==> config.mk <==
export PLATFORM = sky130hd
export DESIGN_NAME = burned_in_address_reader
export DESIGN_NICKNAME = d
export VERILOG_FILES = /design/src/burned_in_address_reader.v /design/src/addr_byte_fifo.v
export VERILOG_INCLUDE_DIRS = /design/src
export SDC_FILE = /design/constraint.sdc
export NUM_CORES = 1
export LEC_CHECK = 0
export BUFFER_PORTS_ARGS = -buffer_cell sky130_fd_sc_hd__buf_4
export CAP_MARGIN = 20
export CORE_MARGIN = 3
export CORE_UTILIZATION = 57
export DETAILED_ROUTE_END_ITERATION = 10
export PLACE_DENSITY = 0.8
export SYNTH_ARGS = -nofsm -noshare
export SYNTH_HDL_FRONTEND = slang
export SYNTH_SLANG_ARGS = --single-unit
==> constraint.sdc <==
create_clock -name ref_clk -period 7.7 [get_ports ref_clk]
set_input_delay 0.77 -clock ref_clk [delete_from_list [all_inputs] [get_ports ref_clk]]
set_output_delay 0.77 -clock ref_clk [all_outputs]
set_load 0.02 [all_outputs]
==> src/burned_in_address_reader_map.vh <==
// Constants for the burned-in node address reader.
`ifndef BURNED_IN_ADDRESS_READER_MAP_VH
`define BURNED_IN_ADDRESS_READER_MAP_VH

// Store geometry: 512 words of 4 bits, 9 address lines.
`define BIA_STORE_DEPTH       512
`define BIA_STORE_AW          9
`define BIA_STORE_DW          4

// Shift register width and the part of it that addresses the store.
`define BIA_SHREG_W           8
`define BIA_LOW_ADDR_W        7
`define BIA_SEQ_LEN           127

// Store address line positions.
`define BIA_A_INSERT          8
`define BIA_A_FAULT           7

// Store output column positions within a word.
`define BIA_COL_FEEDBACK      0
`define BIA_COL_ADDRESS       1
`define BIA_COL_SPARE_LO      2
`define BIA_COL_SPARE_HI      3

// Serial layout: 48 address bits first, then the validation code.
`define BIA_ADDR_BITS         48
`define BIA_CODE_BITS         16
`define BIA_READ_BITS         64
`define BIA_ADDR_BYTES        6

// Node address format check on byte 0 (first byte, bits 0 and 1).
`define BIA_FMT_HI            47
`define BIA_FMT_LO            46
`define BIA_FMT_VALUE         2'h1

// Reset values.
`define BIA_ADDR_RST          48'h000000000000
`define BIA_CODE_RST          16'h0000

`endif

==> src/burned_in_address_reader.v <==
// Burned-in node address store, serial address generator and initialization reader.
//
// Notes on behaviour
// - The store supplies a 48-bit node address when joining gives none.
// - Byte 0 bits 0 and 1 must read 01, else joining fails with address error.
// - Circuit is an 8-bit serial-in shift register plus a 512 by 4 store.
// - Address and validation bits live in the second column, sent to the handler.
// - Third and fourth columns are unused and hold ones everywhere.
// - First column feeds the shift register input, forming seven low address bits.
// - Insert control low confines addressing to the lower 256 words, no address bits.
// - Insert control low with wire fault low returns zero to the handler.
// - Insert control low with wire fault high returns high; fault passes through.
// - Every initialization reads the burned-in address out of the store.
// - A zero join address selects the burned-in address as station address.
// - Every initialization tests circuit presence by trying to read the store.
// - Only the validation coding and byte 0 bits 0 and 1 are checked, never the rest of the address.
// - A faulty stored address ends the join with a node address error.
// - Reading runs with insert control high, reaching only the upper 256 words.
// - Address and validation code are stored identically in both upper halves.
// - The processor gets the address bits through the handler's fault input.
// - Address bits are stored complemented because the handler's input inverts.
`timescale 1ns/100ps
`include "burned_in_address_reader_map.vh"
module burned_in_address_reader #(
    parameter [47:0] BIA_VALUE  = 48'h400000000001,
    parameter [15:0] VALID_CODE = 16'hA55A,
    parameter        FIFO_DEPTH = 8
) (
    input  wire        ref_clk,
    input  wire        reset,
    input  wire        clk_en,
    input  wire        ring_insert_control,
    input  wire        wire_fault_line,
    input  wire        handler_shift_clk,
    output wire        fault_to_handler,
    input  wire        init_start,
    output wire        init_busy,
    output wire        init_done,
    output wire        circuit_present,
    output wire        address_ok,
    output wire [47:0] burned_in_node_address,
    output wire        byte_valid,
    input  wire        byte_ready,
    output wire [7:0]  byte_data,
    input  wire        join_req,
    input  wire [47:0] join_addr,
    output wire        join_done,
    output wire        join_error,
    output wire [47:0] station_addr
);

    ////////////////////////////////////////////////////////////////////////////////
    // Reader states.

    localparam [2:0] ST_IDLE   = 3'h0;
    localparam [2:0] ST_CLEAR  = 3'h1;
    localparam [2:0] ST_SAMPLE = 3'h2;
    localparam [2:0] ST_SHIFT  = 3'h3;
    localparam [2:0] ST_CHECK  = 3'h4;

    ////////////////////////////////////////////////////////////////////////////////
    // Declarations.

    reg  [1:0]  insert_sync_r;
    reg  [1:0]  fault_sync_r;
    reg  [2:0]  shclk_sync_r;
    reg  [7:0]  shreg_r;
    reg  [7:0]  shreg_nxt;
    reg         fault_out_r;
    reg  [2:0]  state_r;
    reg  [2:0]  state_nxt;
    reg  [6:0]  bit_cnt_r;
    reg  [6:0]  bit_cnt_nxt;
    reg  [47:0] addr_acc_r;
    reg  [47:0] addr_acc_nxt;
    reg  [15:0] code_acc_r;
    reg  [15:0] code_acc_nxt;
    reg  [7:0]  byte_acc_r;
    reg  [7:0]  byte_acc_nxt;
    reg         push_r;
    reg         push_nxt;
    reg  [7:0]  push_data_r;
    reg  [7:0]  push_data_nxt;
    reg         aborted_r;
    reg         aborted_nxt;
    reg         present_r;
    reg         present_nxt;
    reg         addr_ok_r;
    reg         addr_ok_nxt;
    reg         done_r;
    reg         done_nxt;
    reg  [47:0] bia_r;
    reg  [47:0] bia_nxt;
    reg         join_done_r;
    reg         join_err_r;
    reg  [47:0] station_r;
    wire [8:0]  store_addr;
    wire [3:0]  store_word;
    wire        address_column;
    wire        feedback_column;
    wire        handler_shift;
    wire        reader_shift;
    wire        fifo_in_ready;
    wire        serial_bit;

    ////////////////////////////////////////////////////////////////////////////////
    // Store contents, built at elaboration from the parameters.

    // Next serial input of the shift register for a given low address.
    function feedback_bit;
        input [6:0] a;
        begin
            feedback_bit = ~(a[6] ^ a[5]);
        end
    endfunction

    // Position of a low address along the walk that starts from a cleared register.
    function [6:0] step_of;
        input [6:0] a;
        integer     i;
        reg   [6:0] s;
        reg   [6:0] r;
        begin
            r = 7'h7F;
            s = 7'h00;
            for (i = 0; i < `BIA_SEQ_LEN; i = i + 1) begin
                if (s == a)
                    r = i[6:0];
                s = {s[5:0], feedback_bit(s)};
            end
            step_of = r;
        end
    endfunction

    function [3:0] prom_word;
        input [8:0] a;
        integer     st;
        reg         col;
        begin
            col = 1'b1;
            st  = 0;
            if (!a[`BIA_A_INSERT]) begin
                // Lower bank: address column mirrors the wire fault line.
                prom_word = {1'b1, 1'b1, a[`BIA_A_FAULT], 1'b1};
            end else begin
                // Upper bank ignores the wire fault line, so both halves agree.
                st = {25'h0000000, step_of(a[6:0])};
                if (st < `BIA_ADDR_BITS)
                    col = ~BIA_VALUE[`BIA_ADDR_BITS-1-st];
                else if (st < `BIA_READ_BITS)
                    col = ~VALID_CODE[`BIA_READ_BITS-1-st];
                prom_word = {1'b1, 1'b1, col, feedback_bit(a[6:0])};
            end
        end
    endfunction

    wire [3:0] prom_mem [0:`BIA_STORE_DEPTH-1];

    genvar g;
    generate
        for (g = 0; g < `BIA_STORE_DEPTH; g = g + 1) begin : rom_fill
            localparam [8:0] WORD_ADDR = g;
            assign prom_mem[g] = prom_word(WORD_ADDR);
        end
    endgenerate

    ////////////////////////////////////////////////////////////////////////////////
    // Pin synchronisers.

    always @(posedge ref_clk or posedge reset) begin
        if (reset) begin
            insert_sync_r <= 2'h0;
            fault_sync_r  <= 2'h0;
            shclk_sync_r  <= 3'h0;
        end else if (clk_en) begin
            insert_sync_r <= {insert_sync_r[0], ring_insert_control};
            fault_sync_r  <= {fault_sync_r[0], wire_fault_line};
            shclk_sync_r  <= {shclk_sync_r[1:0], handler_shift_clk};
        end
    end

    // Rising edge of the handler's shift clock advances the register one place.
    assign handler_shift = shclk_sync_r[1] & ~shclk_sync_r[2];

    ////////////////////////////////////////////////////////////////////////////////
    // Store addressing and the column returned to the handler.

    assign store_addr      = {insert_sync_r[1], fault_sync_r[1], shreg_r[6:0]};
    assign store_word      = prom_mem[store_addr];
    assign address_column  = store_word[`BIA_COL_ADDRESS];
    assign feedback_column = store_word[`BIA_COL_FEEDBACK];
    assign serial_bit      = ~address_column;

    always @* begin
        shreg_nxt = shreg_r;
        if (state_r == ST_CLEAR)
            shreg_nxt = 8'h00;
        else if (handler_shift || reader_shift)
            shreg_nxt = {shreg_r[6:0], feedback_column};
    end

    always @(posedge ref_clk or posedge reset) begin
        if (reset) begin
            shreg_r     <= 8'h00;
            fault_out_r <= 1'b0;
        end else if (clk_en) begin
            shreg_r     <= shreg_nxt;
            fault_out_r <= address_column;
        end
    end

    assign fault_to_handler = fault_out_r;

    ////////////////////////////////////////////////////////////////////////////////
    // Initialization reader: clears the register, then samples and shifts 64 times.

    assign reader_shift = (state_r == ST_SHIFT);

    always @* begin
        state_nxt     = state_r;
        bit_cnt_nxt   = bit_cnt_r;
        addr_acc_nxt  = addr_acc_r;
        code_acc_nxt  = code_acc_r;
        byte_acc_nxt  = byte_acc_r;
        push_nxt      = push_r;
        push_data_nxt = push_data_r;
        aborted_nxt   = aborted_r;
        present_nxt   = present_r;
        addr_ok_nxt   = addr_ok_r;
        done_nxt      = done_r;
        bia_nxt       = bia_r;
        if (push_r && fifo_in_ready)
            push_nxt = 1'b0;
        case (state_r)
            ST_IDLE: begin
                if (init_start) begin
                    state_nxt   = ST_CLEAR;
                    bit_cnt_nxt = 7'h00;
                    aborted_nxt = 1'b0;
                    present_nxt = 1'b0;
                    addr_ok_nxt = 1'b0;
                    done_nxt    = 1'b0;
                end
            end
            ST_CLEAR: begin
                state_nxt = ST_SAMPLE;
            end
            ST_SAMPLE: begin
                if (!insert_sync_r[1]) begin
                    // Inserted mid-read: the upper bank is out of reach.
                    aborted_nxt = 1'b1;
                    state_nxt   = ST_CHECK;
                end else if (!push_r || fifo_in_ready) begin
                    if (bit_cnt_r < `BIA_ADDR_BITS) begin
                        addr_acc_nxt = {addr_acc_r[46:0], serial_bit};
                        byte_acc_nxt = {byte_acc_r[6:0], serial_bit};
                        if (bit_cnt_r[2:0] == 3'h7) begin
                            push_nxt      = 1'b1;
                            push_data_nxt = {byte_acc_r[6:0], serial_bit};
                        end
                    end else begin
                        code_acc_nxt = {code_acc_r[14:0], serial_bit};
                    end
                    state_nxt = ST_SHIFT;
                end
            end
            ST_SHIFT: begin
                bit_cnt_nxt = bit_cnt_r + 7'h01;
                if (bit_cnt_r == `BIA_READ_BITS - 1)
                    state_nxt = ST_CHECK;
                else
                    state_nxt = ST_SAMPLE;
            end
            ST_CHECK: begin
                // Presence rests on the validation code and on the read not being aborted.
                present_nxt = ~aborted_r && (code_acc_r == VALID_CODE);
                addr_ok_nxt = ~aborted_r && (code_acc_r == VALID_CODE) &&
                              (addr_acc_r[`BIA_FMT_HI:`BIA_FMT_LO] == `BIA_FMT_VALUE);
                bia_nxt     = addr_acc_r;
                done_nxt    = 1'b1;
                state_nxt   = ST_IDLE;
            end
            default: begin
                state_nxt = ST_IDLE;
            end
        endcase
    end

    always @(posedge ref_clk or posedge reset) begin
        if (reset) begin
            state_r     <= ST_IDLE;
            bit_cnt_r   <= 7'h00;
            addr_acc_r  <= `BIA_ADDR_RST;
            code_acc_r  <= `BIA_CODE_RST;
            byte_acc_r  <= 8'h00;
            push_r      <= 1'b0;
            push_data_r <= 8'h00;
            aborted_r   <= 1'b0;
            present_r   <= 1'b0;
            addr_ok_r   <= 1'b0;
            done_r      <= 1'b0;
            bia_r       <= `BIA_ADDR_RST;
        end else if (clk_en) begin
            state_r     <= state_nxt;
            bit_cnt_r   <= bit_cnt_nxt;
            addr_acc_r  <= addr_acc_nxt;
            code_acc_r  <= code_acc_nxt;
            byte_acc_r  <= byte_acc_nxt;
            push_r      <= push_nxt;
            push_data_r <= push_data_nxt;
            aborted_r   <= aborted_nxt;
            present_r   <= present_nxt;
            addr_ok_r   <= addr_ok_nxt;
            done_r      <= done_nxt;
            bia_r       <= bia_nxt;
        end
    end

    assign init_busy              = (state_r != ST_IDLE);
    assign init_done              = done_r;
    assign circuit_present        = present_r;
    assign address_ok             = addr_ok_r;
    assign burned_in_node_address = bia_r;

    ////////////////////////////////////////////////////////////////////////////////
    // Address bytes leave through the FIFO; a stalled drain stalls the reader.

    addr_byte_fifo #(
        .WIDTH (8),
        .DEPTH (FIFO_DEPTH),
        .AW    (3)
    ) u_fifo (
        .ref_clk   (ref_clk),
        .reset     (reset),
        .clk_en    (clk_en),
        .in_valid  (push_r),
        .in_ready  (fifo_in_ready),
        .in_data   (push_data_r),
        .out_valid (byte_valid),
        .out_ready (byte_ready),
        .out_data  (byte_data),
        .flush     (init_start && state_r == ST_IDLE)
    );

    ////////////////////////////////////////////////////////////////////////////////
    // Ring join: pick the station address or refuse with a node address error.

    always @(posedge ref_clk or posedge reset) begin
        if (reset) begin
            join_done_r <= 1'b0;
            join_err_r  <= 1'b0;
            station_r   <= `BIA_ADDR_RST;
        end else if (clk_en) begin
            join_done_r <= join_req;
            if (join_req) begin
                if (join_addr != `BIA_ADDR_RST) begin
                    join_err_r <= 1'b0;
                    station_r  <= join_addr;
                end else if (done_r && addr_ok_r) begin
                    join_err_r <= 1'b0;
                    station_r  <= bia_r;
                end else begin
                    join_err_r <= 1'b1;
                end
            end
        end
    end

    assign join_done    = join_done_r;
    assign join_error   = join_err_r;
    assign station_addr = station_r;

endmodule

==> src/addr_byte_fifo.v <==
// Synchronous FIFO with valid and ready on both sides.
`timescale 1ns/100ps
module addr_byte_fifo #(
    parameter WIDTH = 8,
    parameter DEPTH = 8,
    parameter AW    = 3
) (
    input  wire             ref_clk,
    input  wire             reset,
    input  wire             clk_en,
    input  wire             in_valid,
    output wire             in_ready,
    input  wire [WIDTH-1:0] in_data,
    output wire             out_valid,
    input  wire             out_ready,
    output wire [WIDTH-1:0] out_data,
    input  wire             flush
);

    reg  [WIDTH-1:0] mem [0:DEPTH-1];
    reg  [AW-1:0]    wr_ptr_r;
    reg  [AW-1:0]    rd_ptr_r;
    reg  [AW:0]      count_r;
    wire             push;
    wire             pop;

    assign in_ready  = (count_r != DEPTH[AW:0]);
    assign out_valid = (count_r != {(AW+1){1'b0}});
    assign out_data  = mem[rd_ptr_r];
    assign push      = in_valid & in_ready;
    assign pop       = out_valid & out_ready;

    function [AW-1:0] ptr_inc;
        input [AW-1:0] p;
        begin
            if (p == DEPTH[AW-1:0] - {{(AW-1){1'b0}}, 1'b1})
                ptr_inc = {AW{1'b0}};
            else
                ptr_inc = p + {{(AW-1){1'b0}}, 1'b1};
        end
    endfunction

    always @(posedge ref_clk) begin
        if (clk_en && push)
            mem[wr_ptr_r] <= in_data;
    end

    always @(posedge ref_clk or posedge reset) begin
        if (reset) begin
            wr_ptr_r <= {AW{1'b0}};
            rd_ptr_r <= {AW{1'b0}};
            count_r  <= {(AW+1){1'b0}};
        end else if (clk_en) begin
            if (flush) begin
                wr_ptr_r <= {AW{1'b0}};
                rd_ptr_r <= {AW{1'b0}};
                count_r  <= {(AW+1){1'b0}};
            end else begin
                if (push)
                    wr_ptr_r <= ptr_inc(wr_ptr_r);
                if (pop)
                    rd_ptr_r <= ptr_inc(rd_ptr_r);
                if (push && !pop)
                    count_r <= count_r + {{AW{1'b0}}, 1'b1};
                else if (pop && !push)
                    count_r <= count_r - {{AW{1'b0}}, 1'b1};
            end
        end
    end

endmodule

# After elaboration in Yosys (flattened, before gate mapping)
# Memories as Yosys holds them, arrays and structs flattened.
# Index checks and enable logic that the tools add are counted.
[word_totals] wordCells=131 latch_bits=0 memories=2 mem_bits_ro=2048 regBits=217 ramBits=64
[classes] n_eq_ne=14 magnitude_cmp=2 n_mux=38 multipliers=0 add_sub_neg=5 reduce_logical=39 n_shift=0 n_bitwise=8 div=0
[mem_list] memory="(name not given)" depth=512 width=4 rd=1 rd_ports_with_merged_regs=0 write_ports=0 line_no="burned_in_address_reader.v:189" text="assign store_word = prom_mem[store_addr];"
[mem_list] memory="u_fifo.mem" depth=8 width=8 rd=1 rd_ports_with_merged_regs=0 write_ports=1 line_no="addr_byte_fifo.v:20" text="reg [WIDTH-1:0] mem [0:DEPTH-1];"
[ops] cell="48-bit 2-to-1 mux" count=2
[ops] cell="48-bit nonzero test" count=1
[ops] cell="3-bit 2-to-1 mux" count=10
[ops] cell="7-bit 2-to-1 mux" count=3
[ops] cell="16-bit equality test, second input constant" count=1
[ops] cell="7-bit one-hot mux with 2 select lines" count=1
[ops] cell="2-bit nonzero test" count=7
[ops] cell="3-bit equality test, second input constant" count=4
[ops] cell="1-bit 2-to-1 mux" count=12
[ops] cell="4-bit 2-to-1 mux" count=3
[ops] cell="3-bit one-hot mux with 4 select lines" count=1
[ops] cell="2-bit AND reduction" count=6
[ops] cell="3-bit AND reduction" count=4
[ops] cell="10-bit greater-or-equal comparator, second input constant" count=1
[ops] cell="9-bit NOT with 10-bit output" count=1
[ops] cell="5-bit AND reduction" count=2
[ops] cell="1-bit logical AND" count=8
[ops] cell="1-bit one-hot mux with 2 select lines" count=4
[ops] cell="7-bit by 1-bit adder with 7-bit output, second input constant" count=1
[ops] cell="7-bit by 6-bit equality test with 1-bit output, second input constant" count=1
[ops] cell="7-bit by 6-bit less-than comparator with 1-bit output, second input constant" count=1
[ops] cell="3-bit by 1-bit adder with 3-bit output, second input constant" count=2
[ops] cell="3-bit by 2-bit equality test with 1-bit output, second input constant" count=2
[ops] cell="6-bit AND reduction" count=1
[ops] cell="other kinds (16)" count=27

# Depth between registers and ports, before layout
[depth] ltp_word=8 depth_mapped=11

# By module
# Synthesis repeated with hierarchy kept, for this count alone.
[unflattened] cells_unflattened=784 hier_area_um2=11372.2
[modules_own_cells] mod="burned_in_address_reader" cells_each=610 area_each_um2=8261.7 instances=1 seq_area_each_um2=5004.8
[modules_own_cells] mod="addr_byte_fifo" cells_each=174 area_each_um2=3110.5 instances=1 seq_area_each_um2=2172.1

# Worst setup path after synthesis
# No wires, ideal clock.
[synth_path] path_kind="input-to-reg" from="input clk_en" to="memory u_fifo.mem[0][0], enable pin" arrival_ns=2.346 required_ns=7.305 path_stages=4 setup_ns=0.395 setup_slack_ns=4.959 cell_sequence="buf_2 > buf_1 > nand2_1 > nor4_1"
[synth_via] elab_chain_len=3
[synth_lines] item="start: declaration" line_no="burned_in_address_reader.v:31" text="input wire clk_en,"
[synth_lines] item="1-bit logical AND" line_no="addr_byte_fifo.v:44" text="if (clk_en && push)"
[synth_lines] item="1-bit 2-to-1 mux" line_no="addr_byte_fifo.v:44"
[synth_lines] item="1-bit 2-to-1 mux (implied by the code)" line_no="addr_byte_fifo.v:45" text="mem[wr_ptr_r] <= in_data;"
[synth_lines] item="end: declaration" line_no="addr_byte_fifo.v:20"
# Every way passes these cells.

# Final worst setup path
[layout_path] from="input join_addr[0]" to="register station_r[40] (netlist: station_addr[40])"
[layout_via] elab_chain_len=3 elab_cells_between_ends=4
[layout_lines] item="start: declaration" line_no="burned_in_address_reader.v:46" text="input wire [47:0] join_addr,"
[layout_lines] item="48-bit nonzero test (no line) (*)"
[layout_lines] item="2-bit nonzero test (no line)"
[layout_lines] item="3-bit AND reduction (no line)"
[layout_lines] item="end signal: assignment" line_no="burned_in_address_reader.v:352" text="station_r <= `BIA_ADDR_RST;"
[layout_lines] item="end signal: assignment" line_no="burned_in_address_reader.v:358" text="station_r <= join_addr;"
[layout_lines] item="end signal: assignment" line_no="burned_in_address_reader.v:361" text="station_r <= bia_r;"
[layout_lines] item="end: declaration" line_no="burned_in_address_reader.v:96" text="reg [47:0] station_r;"
# Every way passes the cells marked *; elsewhere a longest branch is shown, timed or not.
# A chain may end at the register's enable or synchronous reset.

==> qor.csv <==
stage,metric,value,unit
run_status,run status,"finished, final reports clean",
synth,commonest cells in the netlist,"dfrtp_1 (210), mux2_2 (115), edfxtp_1 (64)",
synth,ys async rst share,76.64,%
placed_design,HPWL Detailed,16710,um
synth,Post-Synth Adder-Cell Area,1.160,%
placed_design,Inst Count DP,1174,
synth,post-synthesis simple-gate area fraction,6.378,%
sta,max-slew violation count,0,
power,Cell Pwr Density,281.2,mW/mm2
finish,Inserted Diodes,0,
detailed_routing,DRT Pass-1 Iters,5,
detailed_routing,WL/cell,20.48,um
detailed_routing,drt via density,5.967,
synth,main combinational cell family by area after synthesis,multiplexers,
global_routing,global-route wire length before repair,40730,um
sta,TNS Setup,0,ns
critical_path,Crit. End Element,register,
floorplan,# rows,51,
floorplan,Die X,147.7,um
synth,post-synthesis cell area,0.01144,mm2
clocking,"Clk Latency, worst-skew pair",0.53,ns
global_routing,initial antenna violation count,0,
sta,Finish-stage setup viols,0,
clocking,Clock transition at path regs,0.07,ns
finish,Post-Layout Cell Count,1225,
clocking,Post-CTS Hold Fix Bufs,0,
critical_path,CP max FO,51,
floorplan,die area,0.02180,mm2
detailed_routing,Detail Route Antenna Nets,0,
synth,post-synth net total,845,
synth,xor-xnor portion of the synthesized cell area,0.5360,%
critical_path,CP Class,input pin to register,
synth,Yosys top cell by area,dfrtp_1,
synth,synth unique cells,60,
floorplan,Starting Density,58.38,%
detailed_routing,initial DRC count,424,
floorplan,die height,147.7,um
global_routing,grt ovf,0,
clocking,CTS Root Cell,clkbuf_16,
power,Worst VDD drop,0.1729,mV
floorplan,I/O pins,169,
critical_path,"Req. time, crit path",8.14,ns
clocking,CTS resizes,0,
global_routing,number of global-route vias before repair,7524,
synth,number of synthesized flops with an enable pin,64,
sta,clk_skew,0.01292,ns
synth,area share of the largest cell type after synthesis,45.95,%
sta,Slew HR,33.21,%
synth,most common cell in the netlist,dfrtp_1,
synth,post-synthesis sequential area ratio,62.75,%
detailed_routing,detailed-route DRC error count,0,
power,Design Power,3.888,mW
clocking,number of setup buffers added after CTS,0,
worst_hold_path,Hold Path Class,input pin to async pin,
synth,warnings from Yosys,0,
clocking,Sink Count,274,
clocking,H-tree Lvls,1,
finish,fin nets,1006,
finish,share of cells above drive strength 1,39.17,%
synth,post-synthesis compound-gate area fraction,10.11,%
placed_design,IO Port Bufs,168,
clocking,TritonCTS Buffers,27,
sta,RSZ-0062 raised after global routing,false,
detailed_routing,DR vias,7309,
power,Leak Pwr,6.283,nW
sta,final period utilization,39.15,%
global_routing,largest net degree at the start of global routing,148,
synth,synthesized flop and latch total,274,
sta,Tmin final,3.015,ns
global_routing,total track usage,23.09,%
synth,synth top area cells,"dfrtp_1 (46%), edfxtp_1 (17%), mux2_2 (11%)",
clocking,CTS tree,built,
synth,"Primary FF master, synth",dfrtp_1,
synth,post-synthesis mux area share,16.43,%
critical_path,crit path DAT,3.45,ns
clocking,CTS Buffer Depth,3,
sta,"Hold Vio Cnt, Final",0,
placed_design,RD Place Congestion,0.7885,
sta,actual slew at the worst max-slew pin,1.002,ns
synth,Syn Inst Count,778,
sta,fmax,0.3317,GHz
floorplan,core area,0.01959,mm2
critical_path,Startpoint Class,input pin,
detailed_routing,Post-Route WL,25090,um
synth,Syn Area/Cell,14.70,um2
flow_run,Max Cap Viol,0,
finish,area delta synth->final,20.88,%
## cell type report
class / count / area [um2]
Multi-Input combinational cell: 444 / 3980
Fill cell: 1358 / 5764
Sequential cell: 274 / 7177
Tap cell: 265 / 331.6
Timing Repair Buffer: 181 / 1376
Clock buffer: 33 / 732.0
Clock inverter: 17 / 180.2
Inverter: 11 / 48.80
## metal layers
metal / GRT usage [%] / wire (um)
met2: 38.08 / 12270
met1: 31.95 / 10650
met3: 5.242 / 1690
met5: 0 / 0
met4: 5.126 / 478
## sequential cells by signal, indices dropped and copies added (netlist names), 4 cells and up
register	count
station_addr	48
shreg_r	7
addr_acc_r	48
u_fifo.count_r	4
burned_in_node_address	48
code_acc_r	16
u_fifo.mem	64
push_data_r	8
bit_cnt_r	7
## logic make-up (layout without fill, tap and decap cells)
logic type,Yosys count,count (layout)
simple gates,132,132
compound gates,144,144
mux,151,151
xor+xnor,7,7
buf+inv,60,242
fa+ha+maj,10,10
flops,274,274
## placed cells by master, fill, tap and decap left out, drive strengths merged, types with 15 or more instances in the layout
master / n
buf: 181
nor2: 27
o21ai: 15
edfxtp: 64
nand3: 16
o2bb2ai: 45
mux4: 16
dfrtp: 210
mux2: 134
nand2: 35
a41oi: 45
clkbuf: 33
## power breakdown
group          switching (mW)  total, mW  internal (mW)  leakage [nW]
combinational           0.394      0.780          0.386          2.38
sequential              0.164       1.77           1.61          3.45
clock                   0.553       1.33          0.781         0.452
total                    1.11       3.89           2.78          6.28
## critical path: stages
cell and delay (ns):
buf_4 0.12, nor4_1 0.57, and4_2 1.04, a31o_1 0.28, buf_4 0.44, o2bb2ai_1 0.19
## path summary, 6_finish.rpt
| check | startpoint | endpoint | slack, ns | depth (start not counted) |
|---|---|---|---|---|
| worst max-delay path | join_addr[0] | station_addr[40] | 4.69 | 6 |
| worst min-delay path | reset | burned_in_node_address[11] | 0.45 | 2 |
| worst max register to register | state_r[0] | addr_acc_r[20] | 5.16 | 6 |
| worst min register to register | join_error | join_error | 0.49 | 2 |
| max in group asynchronous | reset | u_fifo.rd_ptr_r[1] | 5.92 | 3 |
| min in group ref_clk | handler_shift_clk | shclk_sync_r[0] | 0.48 | 2 |
## per-stage QoR
stage / worst slack, ns / cell area (um2) / util, % / hold WS (ns)
after detailed placement: 4.149 / 12890 / 65.78 / 0.4711
final: 4.685 / 13830 / 70.58 / 0.4518
after CTS: 4.229 / 13800 / 70.43 / 0.4611
after floorplan: 1.192 / 11440 / - / 0.4460
after global placement: 4.175 / 12870 / 65.72 / 0.4650
after global routing: 4.578 / 13830 / 70.58 / 0.4627
Power figures use the tool's default switching activity.
